<file path="config.mk">
export PLATFORM = sky130hd
export DESIGN_NAME = kwu_top
export DESIGN_NICKNAME = d
export VERILOG_FILES = /design/src/rtl/kwu_pkg.sv /design/src/rtl/kwu_reg_if.sv /design/src/rtl/kwu_top.sv /design/src/rtl/kwu_detect.sv
export VERILOG_INCLUDE_DIRS = /design/src /design/src/rtl
export SDC_FILE = /design/constraint.sdc
export NUM_CORES = 1
export LEC_CHECK = 0
export ABC_CLOCK_PERIOD_IN_PS = 1990
export BUFFER_PORTS_ARGS = -buffer_cell sky130_fd_sc_hd__buf_2
export CAP_MARGIN = 30
export CORE_UTILIZATION = 45
export CTS_CLUSTER_SIZE = 20
export DETAILED_ROUTE_END_ITERATION = 6
export PLACE_DENSITY_LB_ADDON = 0.08
export SYNTH_ARGS = -nofsm -noshare
export SYNTH_HDL_FRONTEND = slang
export SYNTH_SLANG_ARGS = --single-unit
</file>
<file path="constraint.sdc">
create_clock -name clock -period 1.99 [get_ports clock]
set_clock_uncertainty 0.15 [all_clocks]
set_input_delay 0.0995 -clock clock [delete_from_list [all_inputs] [get_ports clock]]
set_output_delay 0.0995 -clock clock [all_outputs]
set_load 0.005 [all_outputs]
</file>
<file path="src/rtl/kwu_defines.svh">
// Functional notes
// - The unit has eight pin positions, of which only pins 0 to 3 exist.
// - A pin enable bit of 1 makes its pin an interrupt source; 0 ignores it.
// - A polarity bit of 0 selects falling edge and low level, 1 rising and high.
// - Mode bit 0 selects edge-only detection (0) or edge plus level (1).
// - Request enable bit 1 gates the set flag onto the interrupt request.
// - Flag bit 3 reads 1 after a detection, and writes to bit 3 never change it.
// - Acknowledge bit 2 is a write-one strobe that helps clear the flag and reads 0.
// - Bits 7 to 4 of the status/control register read as zero.
// - In wait mode the unit keeps running and can wake the core.
// - In the shallowest stop mode pin activity is seen without the clock and wakes the core.
// - In the two deeper stop modes the unit is off and wakes up in its reset state.
// - In background debug mode the unit works exactly as in run mode.
// - An edge is the deasserted level in one cycle followed by the asserted level in the next.
// - After an edge, all enabled pins must return deasserted before a new edge is accepted.
// - Writing 1 to acknowledge clears the flag; in edge-and-level mode only with all pins idle.
// - In edge-and-level mode the flag stays set if any enabled pin is still asserted.
`ifndef KWU_DEFINES_SVH
`define KWU_DEFINES_SVH
`define KWU_ADDR_W        6
`define KWU_OFS_SC        6'h00
`define KWU_OFS_PE        6'h04
`define KWU_OFS_ES        6'h08
`define KWU_OFS_IST       6'h0C
`define KWU_OFS_IMSK      6'h10
`define KWU_SC_MODE       0
`define KWU_SC_REQEN      1
`define KWU_SC_ACK        2
`define KWU_SC_FLAG       3
`define KWU_PIN_MASK      8'h0F
`define KWU_NUM_PINS      4
`define KWU_RESP_OKAY     2'h0
`define KWU_RESP_SLVERR   2'h2
`define KWU_IST_DETECT    0
`define KWU_IST_WAKE      1
`endif

</file>
<file path="src/rtl/kwu_pkg.sv">
package kwu_pkg;
   typedef enum logic [1:0] {
      KWU_RUN   = 2'h0,
      KWU_WAIT  = 2'h1,
      KWU_STOP3 = 2'h2,
      KWU_STOPD = 2'h3
   } kwu_pmode_t;
endpackage

</file>
<file path="src/rtl/kwu_reg_if.sv">
`timescale 1ns/10ps
`default_nettype none
interface kwu_reg_if;
   logic [7:0] pin_enable;
   logic [7:0] pin_polarity;
   logic       detect_mode;
   logic       ack_pulse;
   logic       detect_pulse;
   logic       detect_flag;
   modport regs (output pin_enable, output pin_polarity, output detect_mode,
                 output ack_pulse, input detect_pulse, input detect_flag);
   modport core (input pin_enable, input pin_polarity, input detect_mode,
                 input ack_pulse, output detect_pulse, output detect_flag);
endinterface
`default_nettype wire

</file>
<file path="src/rtl/kwu_top.sv">
`timescale 1ns/10ps
`default_nettype none
`include "kwu_defines.svh"
module kwu_top (
   input  wire logic        clock,
   input  wire logic        arst_n,
   input  wire logic [3:0]  interrupt_inputs_0_to_3,
   input  wire logic [1:0]  power_mode,
   output logic             key_irq,
   output logic             core_wake,
   output logic             bus_irq,
   input  wire logic [5:0]  s_axi_awaddr,
   input  wire logic        s_axi_awvalid,
   output logic             s_axi_awready,
   input  wire logic [31:0] s_axi_wdata,
   input  wire logic [3:0]  s_axi_wstrb,
   input  wire logic        s_axi_wvalid,
   output logic             s_axi_wready,
   output logic [1:0]       s_axi_bresp,
   output logic             s_axi_bvalid,
   input  wire logic        s_axi_bready,
   input  wire logic [5:0]  s_axi_araddr,
   input  wire logic        s_axi_arvalid,
   output logic             s_axi_arready,
   output logic [31:0]      s_axi_rdata,
   output logic [1:0]       s_axi_rresp,
   output logic             s_axi_rvalid,
   input  wire logic        s_axi_rready
);
   kwu_reg_if rif ();

   logic        rst_s1_ff;
   logic        rst_s2_ff;
   logic        rst_n;
   logic        rst_req_n;
   logic        deep_stop;
   logic [3:0]  pin_s1_ff;
   logic [3:0]  pin_s2_ff;
   logic [7:0]  pe_ff;
   logic [7:0]  es_ff;
   logic        mode_ff;
   logic        reqen_ff;
   logic [1:0]  ist_ff;
   logic [1:0]  imsk_ff;
   logic [5:0]  aw_ff;
   logic        aw_have_ff;
   logic [31:0] wd_ff;
   logic [3:0]  ws_ff;
   logic        w_have_ff;
   logic        bvalid_ff;
   logic [1:0]  bresp_ff;
   logic        rvalid_ff;
   logic [31:0] rdata_ff;
   logic [1:0]  rresp_ff;
   logic        wr_go;
   logic        wr_lane0;
   logic [3:0]  async_hit;
   logic        wake_ev;

   // Unit is held in reset through the deeper stop modes
   assign deep_stop = (power_mode == kwu_pkg::KWU_STOPD);

   // Deep stop asserts reset at once; its release still passes both flops
   assign rst_req_n = arst_n & ~deep_stop;

   always_ff @(posedge clock or negedge rst_req_n) begin
      if (!rst_req_n) begin
         rst_s1_ff <= 1'b0;
         rst_s2_ff <= 1'b0;
      end else begin
         rst_s1_ff <= 1'b1;
         rst_s2_ff <= rst_s1_ff;
      end
   end
   assign rst_n = rst_s2_ff;

   always_ff @(posedge clock or negedge rst_n) begin
      if (!rst_n) begin
         pin_s1_ff <= 4'h0;
         pin_s2_ff <= 4'h0;
      end else begin
         pin_s1_ff <= interrupt_inputs_0_to_3;
         pin_s2_ff <= pin_s1_ff;
      end
   end

   kwu_detect u_detect (
      .clock     (clock),
      .rst_n     (rst_n),
      .pins_sync (pin_s2_ff),
      .rif       (rif)
   );

   assign rif.pin_enable = pe_ff & `KWU_PIN_MASK;
   assign rif.pin_polarity = es_ff & `KWU_PIN_MASK;
   assign rif.detect_mode = mode_ff;

   // Same behaviour in run, wait and debug halt: nothing here stops
   assign key_irq = rif.detect_flag & reqen_ff;

   // Clockless path for stop3: raw enabled pin at its asserted level
   assign async_hit = rif.pin_enable[3:0]
                    & ~(interrupt_inputs_0_to_3 ^ rif.pin_polarity[3:0]);
   assign core_wake = reqen_ff & (rif.detect_flag
                    | ((power_mode == kwu_pkg::KWU_STOP3) & |async_hit));
   assign wake_ev = rif.detect_pulse & reqen_ff;

   // AXI write path
   assign s_axi_awready = ~aw_have_ff & ~bvalid_ff;
   assign s_axi_wready = ~w_have_ff & ~bvalid_ff;
   assign wr_go = aw_have_ff & w_have_ff & ~bvalid_ff;
   assign wr_lane0 = wr_go & ws_ff[0];

   always_ff @(posedge clock or negedge rst_n) begin
      if (!rst_n) begin
         aw_have_ff <= 1'b0;
         w_have_ff <= 1'b0;
         aw_ff <= 6'h00;
         wd_ff <= 32'h0000_0000;
         ws_ff <= 4'h0;
      end else begin
         if (s_axi_awvalid && s_axi_awready) begin
            aw_have_ff <= 1'b1;
            aw_ff <= s_axi_awaddr;
         end else if (wr_go) begin
            aw_have_ff <= 1'b0;
         end
         if (s_axi_wvalid && s_axi_wready) begin
            w_have_ff <= 1'b1;
            wd_ff <= s_axi_wdata;
            ws_ff <= s_axi_wstrb;
         end else if (wr_go) begin
            w_have_ff <= 1'b0;
         end
      end
   end

   always_ff @(posedge clock or negedge rst_n) begin
      if (!rst_n) begin
         bvalid_ff <= 1'b0;
         bresp_ff <= `KWU_RESP_OKAY;
      end else if (wr_go) begin
         bvalid_ff <= 1'b1;
         if (aw_ff == `KWU_OFS_SC || aw_ff == `KWU_OFS_PE ||
             aw_ff == `KWU_OFS_ES || aw_ff == `KWU_OFS_IST ||
             aw_ff == `KWU_OFS_IMSK) begin
            bresp_ff <= `KWU_RESP_OKAY;
         end else begin
            bresp_ff <= `KWU_RESP_SLVERR;
         end
      end else if (s_axi_bready) begin
         bvalid_ff <= 1'b0;
      end
   end
   assign s_axi_bvalid = bvalid_ff;
   assign s_axi_bresp = bresp_ff;

   always_ff @(posedge clock or negedge rst_n) begin
      if (!rst_n) begin
         mode_ff <= 1'b0;
         reqen_ff <= 1'b0;
         pe_ff <= 8'h00;
         es_ff <= 8'h00;
         imsk_ff <= 2'h0;
      end else if (wr_lane0) begin
         if (aw_ff == `KWU_OFS_SC) begin
            mode_ff <= wd_ff[`KWU_SC_MODE];
            reqen_ff <= wd_ff[`KWU_SC_REQEN];
         end else if (aw_ff == `KWU_OFS_PE) begin
            pe_ff <= wd_ff[7:0];
         end else if (aw_ff == `KWU_OFS_ES) begin
            es_ff <= wd_ff[7:0];
         end else if (aw_ff == `KWU_OFS_IMSK) begin
            imsk_ff <= wd_ff[1:0];
         end
      end
   end

   // Acknowledge strobe only; the flag bit itself is not writable
   assign rif.ack_pulse = wr_lane0 && aw_ff == `KWU_OFS_SC
                        && wd_ff[`KWU_SC_ACK];

   // Sticky status: a new event wins over a write-one clear
   always_ff @(posedge clock or negedge rst_n) begin
      if (!rst_n) begin
         ist_ff <= 2'h0;
      end else begin
         if (rif.detect_pulse) begin
            ist_ff[`KWU_IST_DETECT] <= 1'b1;
         end else if (wr_lane0 && aw_ff == `KWU_OFS_IST
                      && wd_ff[`KWU_IST_DETECT]) begin
            ist_ff[`KWU_IST_DETECT] <= 1'b0;
         end
         if (wake_ev) begin
            ist_ff[`KWU_IST_WAKE] <= 1'b1;
         end else if (wr_lane0 && aw_ff == `KWU_OFS_IST
                      && wd_ff[`KWU_IST_WAKE]) begin
            ist_ff[`KWU_IST_WAKE] <= 1'b0;
         end
      end
   end
   assign bus_irq = |(ist_ff & imsk_ff);

   // AXI read path
   assign s_axi_arready = ~rvalid_ff;

   always_ff @(posedge clock or negedge rst_n) begin
      if (!rst_n) begin
         rvalid_ff <= 1'b0;
         rdata_ff <= 32'h0000_0000;
         rresp_ff <= `KWU_RESP_OKAY;
      end else if (s_axi_arvalid && !rvalid_ff) begin
         rvalid_ff <= 1'b1;
         rresp_ff <= `KWU_RESP_OKAY;
         if (s_axi_araddr == `KWU_OFS_SC) begin
            // Acknowledge and upper bits read zero
            rdata_ff <= {28'h0000000, rif.detect_flag, 1'b0,
                         reqen_ff, mode_ff};
         end else if (s_axi_araddr == `KWU_OFS_PE) begin
            rdata_ff <= {24'h000000, pe_ff};
         end else if (s_axi_araddr == `KWU_OFS_ES) begin
            rdata_ff <= {24'h000000, es_ff};
         end else if (s_axi_araddr == `KWU_OFS_IST) begin
            rdata_ff <= {30'h00000000, ist_ff};
         end else if (s_axi_araddr == `KWU_OFS_IMSK) begin
            rdata_ff <= {30'h00000000, imsk_ff};
         end else begin
            rdata_ff <= 32'h0000_0000;
            rresp_ff <= `KWU_RESP_SLVERR;
         end
      end else if (s_axi_rready) begin
         rvalid_ff <= 1'b0;
      end
   end
   assign s_axi_rvalid = rvalid_ff;
   assign s_axi_rdata = rdata_ff;
   assign s_axi_rresp = rresp_ff;
endmodule
`default_nettype wire

</file>
<file path="src/rtl/kwu_detect.sv">
`timescale 1ns/10ps
`default_nettype none
`include "kwu_defines.svh"
module kwu_detect (
   input  wire logic       clock,
   input  wire logic       rst_n,
   input  wire logic [3:0] pins_sync,
   kwu_reg_if.core         rif
);
   logic [3:0] en;
   logic [3:0] asserted;
   logic [3:0] prev_ff;
   logic       armed_ff;
   logic       flag_ff;
   logic       any_asserted;
   logic       edge_hit;
   logic       level_hit;
   logic       set_ev;

   assign en = rif.pin_enable[3:0];
   assign asserted = en & ~(pins_sync ^ rif.pin_polarity[3:0]);
   assign any_asserted = |asserted;
   // Previous cycle deasserted and now asserted
   assign edge_hit = armed_ff & |(asserted & ~prev_ff);
   assign level_hit = rif.detect_mode & any_asserted;
   assign set_ev = edge_hit | level_hit;

   always_ff @(posedge clock or negedge rst_n) begin
      if (!rst_n) begin
         prev_ff <= 4'h0;
      end else begin
         prev_ff <= asserted;
      end
   end

   // Re-arm only when every enabled pin is idle
   always_ff @(posedge clock or negedge rst_n) begin
      if (!rst_n) begin
         armed_ff <= 1'b0;
      end else if (!any_asserted) begin
         armed_ff <= 1'b1;
      end else if (edge_hit) begin
         armed_ff <= 1'b0;
      end
   end

   // A detection in the acknowledge cycle wins over the clear
   always_ff @(posedge clock or negedge rst_n) begin
      if (!rst_n) begin
         flag_ff <= 1'b0;
      end else if (set_ev) begin
         flag_ff <= 1'b1;
      end else if (rif.ack_pulse) begin
         flag_ff <= 1'b0;
      end
   end

   assign rif.detect_flag = flag_ff;
   assign rif.detect_pulse = set_ev & ~flag_ff;
endmodule
`default_nettype wire

</file>
==> results of run 1 <==
-- cell usage in the layout (no fill, tap or decap), types with 6 or more instances in the layout --
master / Yosys / final
xor2_1: 9 / 9
clkbuf_8: 0 / 10
nor3_1: 7 / 6
nand2_1: 11 / 11
nor2_1: 8 / 8
mux2i_1: 6 / 6
inv_1: 8 / 8
buf_2: 3 / 51
mux2_2: 35 / 35
dfrtp_1: 67 / 66
conb_1: 2 / 27
dlygate4sd3_1: 0 / 29
o21ai_0: 18 / 18
-- through the flow --
stage / power, mW / util, % / setup slack [ns]
2_1_floorplan: 3.011 / - / 0.03818
3_3_place_gp: 3.381 / 52.23 / 0.03505
3_5_place_dp: 3.410 / 52.23 / 0.003520
4_1_cts: 4.631 / 59.94 / 0.06220
5_1_grt: 4.898 / 59.94 / 0.01897
6_report: 4.575 / 59.94 / 0.08108
-- final timing paths --
check,to,slack (ns),cells past startpoint
max reg2reg,es_ff[0],0.08,6
min in group asynchronous,u_detect.armed_ff,0.06,0
min reg2reg,u_detect.armed_ff,0.06,0
min,s_axi_rdata[3],0.02,5
max,es_ff[0],0.08,6
max in group asynchronous,rst_n,0.88,4
-- power by group through the flow --
stage          Clock (mW)  Sequential (mW)  Combinational, mW
2_1_floorplan           0             2.07              0.943
3_3_place_gp            0             2.21               1.17
3_5_place_dp            0             2.23               1.18
4_1_cts              1.19             2.21               1.24
5_1_grt              1.25             2.28               1.37
6_report             1.15             2.20               1.22
-- cell families (layout without fill, tap and decap cells) --
logic type                after synthesis  in the layout  synth area share [%]
buffers and inverters                  42            112                 8.470
muxes                                  43             43                 16.33
and+or+nand+nor                        49             49                 9.656
AOI/OAI and AO/OA                      39             39                 7.897
xor gates and xnor gates                9              9                 2.578
other                                   2             27                0.2456
DFF                                    67             67                 54.83
-- layout make-up --
cell class                 instances  area share, %
sequential                        67          43.34
clock buffer                      11          3.652
clock inverter                     5          1.584
multi-input combinational        167          31.54
tap                               77          2.489
inverter                           8         0.7757
timing repair buffer              88          16.61
-- repair_timing --
| action | CTS | global route |
|---|---|---|
| gates resized for setup | 1 | 0 |
| endpoints found under the setup margin | 8 | 0 |
| endpoints found under the hold margin | 28 | 0 |
| hold buffers | 29 | 0 |
-- layer usage --
| metal | GRT usage (%) | up-vias | wire length, µm |
|---|---|---|---|
| li1 | - | 1004 | - |
| met3 | 5.801 | 7 | 269 |
| met1 | 23.71 | 992 | 2753 |
| met2 | 29.96 | 59 | 2869 |
| met4 | 7.088 | 0 | 48 |
| met5 | 0 | - | 0 |
-- registers in the layout, indices dropped and copies added (netlist names), 2 cells and up --
register,flops
imsk_ff,2
u_detect.prev_ff,4
es_ff,8
pin_s1_ff,4
wd_ff,8
pe_ff,8
s_axi_rdata,8
ist_ff,2
pin_s2_ff,4
aw_ff,6
-- tightest hold or removal path, cell delays in order --
cell     delay, ns
buf_2         0.09
nor4_1        0.06
buf_4         0.13
nand2_1       0.05
o21ai_0       0.06
==> results.json, run 1 <==
{
  "hold_viol_final": 0,
  "sw_frac_of_total_pct": 31.60,
  "dieArea_mm2": 0.007129,
  "final_area_mm2": 0.003871,
  "dpl.hpwl_um": 3982,
  "cap_violations": 0,
  "post_drt_via_cell_ratio": 4.875,
  "p_leak_nw": 1.887,
  "period_share_pct": 95.93,
  "ant_nets": 0,
  "num-fill-cells": 537,
  "clockPowerShare_pct": 25.1,
  "vias": 2062,
  "cp_max_fo": 8,
  "synth_area_mm2": 0.003058,
  "drt-initial-drc-count": 108,
  "multi_input_area_mm2": 0.001221,
  "placedCellCount": 378,
  "rows": 29,
  "tns_ns": 0,
  "p_int_mw": 3.129,
  "crit_start": "aw_ff[1]",
  "synth_top_area_share_pct": 54.83,
  "ys_seq_elements": 67,
  "yosysWarnings": 0,
  "core_area_mm2": 0.006459,
  "whs_ns": 0.02288,
  "critPathArrivalTime_ns": 1.99,
  "grt.overflow.total": 0,
  "peakVddDrop_mv": 0.6727,
  "htreeDepth": 3,
  "period_needed_ns": 1.909,
  "r2r-start": "aw_ff[1]",
  "die_h_um": 84.44,
  "clock_path_buffers": 2,
  "grtUsageTotal_pct": 18.61,
  "die_w_um": 84.44,
  "grt_max_degree": 49,
  "wl_um": 5940,
  "cts.sink_count": 67,
  "place_area_mm2": 0.003373,
  "slowest_stage": "dfrtp_1",
  "cellPowerDensity_mw_per_mm2": 1182,
  "syn_to_final_growth_pct": 26.60,
  "nets": 402,
  "gp_congestion": 0.7635,
  "crit_path_end_kind": "register",
  "tritoncts": "done",
  "p_comb_share_pct": 26.7,
  "cts_root_buf": "clkbuf_8",
  "clkLatencyLatePin_ns": 0.34,
  "critPathRequiredTime_ns": 2.07,
  "antenna_found_initial": 0,
  "finalSetupViolCount": 0,
  "numCtsBuffers": 9,
  "post_cts_buffers": 0,
  "portBuffers": 51,
  "ys_top_cells_by_count": "dfrtp_1 (67), mux2_2 (35), buf_4 (26), o21ai_0 (18), nand2_1 (11)",
  "final_cells": 423,
  "synth_area_leader_cell": "dfrtp_1",
  "grt_pass1_vias": 2135,
  "worst-path-buf-inv": 2,
  "synth.distinct_cells": 35,
  "grt_pass1_wl_um": 10040,
  "maxSlewViolCount": 0,
  "p_seq_share_pct": 48.2,
  "avgSynthCellArea_um2": 12.18,
  "hold_path_class": "input pin to register",
  "switchingPower_mw": 1.446,
  "min_from": "s_axi_araddr[1]",
  "start_util_pct": 47.35,
  "synth_area_leaders": "dfrtp_1 (55%), mux2_2 (13%), buf_4 (6.4%), o21ai_0 (2.9%), xor2_1 (2.6%)",
  "synthFlopType": "dfrtp_1",
  "drc": 11,
  "synth.most_common_cell": "dfrtp_1",
  "start_kind": "register",
  "critical_path.max_stage_delay_ns": 0.40,
  "criticalPathCategory": "register to register",
  "synthArstFlopShare_pct": 100.0,
  "path_clk_slew_ns": 0.08,
  "wl_per_cell_um": 14.04,
  "synth_edf_count": 0,
  "final-seq-area_mm2": 0.001678,
  "synthCells": 251,
  "rsz0062_at_grt": "no",
  "violations": "DRC",
  "cp_top_family": "simple AND/OR/NAND/NOR gates",
  "io_pins": 105,
  "first_pass_iters": 6,
  "yosysSeqAreaShare_pct": 54.83,
  "status": "finished, violations left",
  "max_freq_mhz": 523.9,
  "antenna_cells": 0,
  "drive_above_1_share_pct": 33.53,
  "path_cells": "nor3_2 > nand4bb_1 > buf_4 > nor3b_4 > buf_12 > mux2_2"
}
Note: power is estimated with default switching activity, not from simulation.
==> run 2, diff against run 1 <==
--- a/config.mk
+++ b/config.mk
@@ -9,6 +9,7 @@
 export ABC_CLOCK_PERIOD_IN_PS = 1990
 export BUFFER_PORTS_ARGS = -buffer_cell sky130_fd_sc_hd__buf_2
 export CAP_MARGIN = 30
+export CORE_MARGIN = 2
 export CORE_UTILIZATION = 45
 export CTS_CLUSTER_SIZE = 20
 export DETAILED_ROUTE_END_ITERATION = 6
==> results.json, run 2 (synthesis results as in run 1) <==
{
  "status": "complete, no violations",
  "portBuffers": 51,
  "critPathRequiredTime_ns": 2.06,
  "peakVddDrop_mv": 0.6747,
  "antenna_cells": 0,
  "grtUsageTotal_pct": 17.18,
  "nets": 411,
  "reg2regPathDepth": 6,
  "wl_per_cell_um": 13.52,
  "cp_max_fo": 8,
  "vias": 2154,
  "gp_congestion": 0.7168,
  "ant_nets": 0,
  "num-fill-cells": 582,
  "final_cells": 435,
  "critical_path.max_stage_delay_ns": 0.41,
  "crit_start": "aw_ff[5]",
  "period_share_pct": 93.90,
  "antenna_found_initial": 0,
  "finalSetupViolCount": 0,
  "dieArea_mm2": 0.007471,
  "cap_violations": 0,
  "maxSlewViolCount": 0,
  "syn_to_final_growth_pct": 29.13,
  "rrSetupSlack_ns": 0.12,
  "drive_above_1_share_pct": 35.21,
  "numCtsBuffers": 9,
  "core_area_mm2": 0.006681,
  "rr_endpoint": "pe_ff[0]",
  "post_drt_via_cell_ratio": 4.952,
  "grt_max_degree": 32,
  "clock_path_buffers": 2,
  "drt-initial-drc-count": 67,
  "rows": 30,
  "criticalPathCategory": "register to register",
  "hold_viol_final": 0,
  "crit_path_end_kind": "register",
  "r2r-start": "aw_ff[5]",
  "min_from": "s_axi_araddr[4]",
  "cts_root_buf": "clkbuf_8",
  "p_leak_nw": 1.938,
  "grt.overflow.total": 0,
  "path_cells": "nor3_4 > nand4bb_1 > buf_6 > nor3b_4 > buf_12 > mux2_2",
  "whs_path_depth": 3,
  "final_area_mm2": 0.003949,
  "die_h_um": 86.44,
  "path_clk_slew_ns": 0.07,
  "max_freq_mhz": 535.2,
  "period_needed_ns": 1.869,
  "holdPathEnd": "s_axi_rdata[0]",
  "critPathArrivalTime_ns": 1.94,
  "start_kind": "register",
  "cellPowerDensity_mw_per_mm2": 1161,
  "tritoncts": "done",
  "clkLatencyLatePin_ns": 0.34,
  "htreeDepth": 3,
  "hold_path_class": "input pin to register",
  "dpl.hpwl_um": 4128,
  "rsz0062_at_grt": "yes",
  "grt_pass1_wl_um": 9860,
  "placedCellCount": 385,
  "final_common_cell": "dfrtp_1",
  "slowest_stage": "dfrtp_1",
  "wl_um": 5883,
  "layout_common_cells": "dfrtp_1 (66), buf_2 (51), mux2_2 (34), dlygate4sd3_1 (31), conb_1 (27)",
  "place_area_mm2": 0.003395,
  "io_pins": 105,
  "first_pass_iters": 4,
  "start_util_pct": 45.77,
  "grt_pass1_vias": 2096,
  "cts.sink_count": 67,
  "die_w_um": 86.44,
  "drc": 0
}
run 2: repair_timing:
item / CTS / global route
setup endpoints to repair: 5 / 17
gates resized for setup: 1 / 5
hold buffers: 31 / 0
setup buffers: 0 / 3
hold endpoints to repair: 29 / 0
pin swaps: 0 / 3
run 2: worst max path at each step:
stage | endpoint | slack, ns | depth (start not counted)
floorplan | es_ff[0] | 0.04 | 5
global placement | es_ff[7] | 0.01 | 6
detailed placement | es_ff[5] | -0.005 | 6
CTS | es_ff[5] | 0.07 | 6
global route | pe_ff[0] | -0.01 | 6
finish | pe_ff[0] | 0.12 | 6
run 2: per-layer routing:
metal / GRT usage (%) / up-vias / share of wire, %
li1: - / 1021 / -
met2: 26.43 / 81 / 45
met1: 23.11 / 1041 / 47
met5: 0 / - / 0
met4: 6.392 / 0 / 1.8
met3: 5.143 / 11 / 5.8
run 2: power by group:
part / internal [mW] / switching, mW / leakage [nW]
logic: 0.781 / 0.528 / 1.00
registers: 1.79 / 0.412 / 0.842
clock network: 0.573 / 0.506 / 0.0950
run 2: per-stage QoR:
stage          hold slack (ns)  total power, mW  setup WS [ns]  util (%)  setup TNS, ns
2_1_floorplan          -0.1933            3.011        0.03818         -              0
3_3_place_gp          -0.06955            3.413        0.01222     50.81              0
3_5_place_dp          -0.05585            3.442      -0.004742     50.81      -0.009374
4_1_cts               0.001877            4.596        0.07355     58.41              0
5_1_grt                0.03558            4.912       -0.01064     59.10       -0.05028
6_report               0.02375            4.584         0.1214     59.10              0
run 2: final cells by class:
cell class	instances	area [µm²]	share of cell area (%)
clock buffers	9	123.9	3.137
well taps	80	100.1	2.535
flip-flops and latches	67	1678	42.49
clock inverters	7	68.82	1.743
multi-input cells	167	1237	31.34
repair buffers	97	710.7	18.00
inverters	8	30.03	0.7605
run 2: worst max-delay path: cells and delay by family (launching register included):
family,cells,cell delay [ns]
buffers and inverters,2,0.31
AND/OR/NAND/NOR,3,0.56
multiplexers,1,0.33
flip-flops,1,0.41
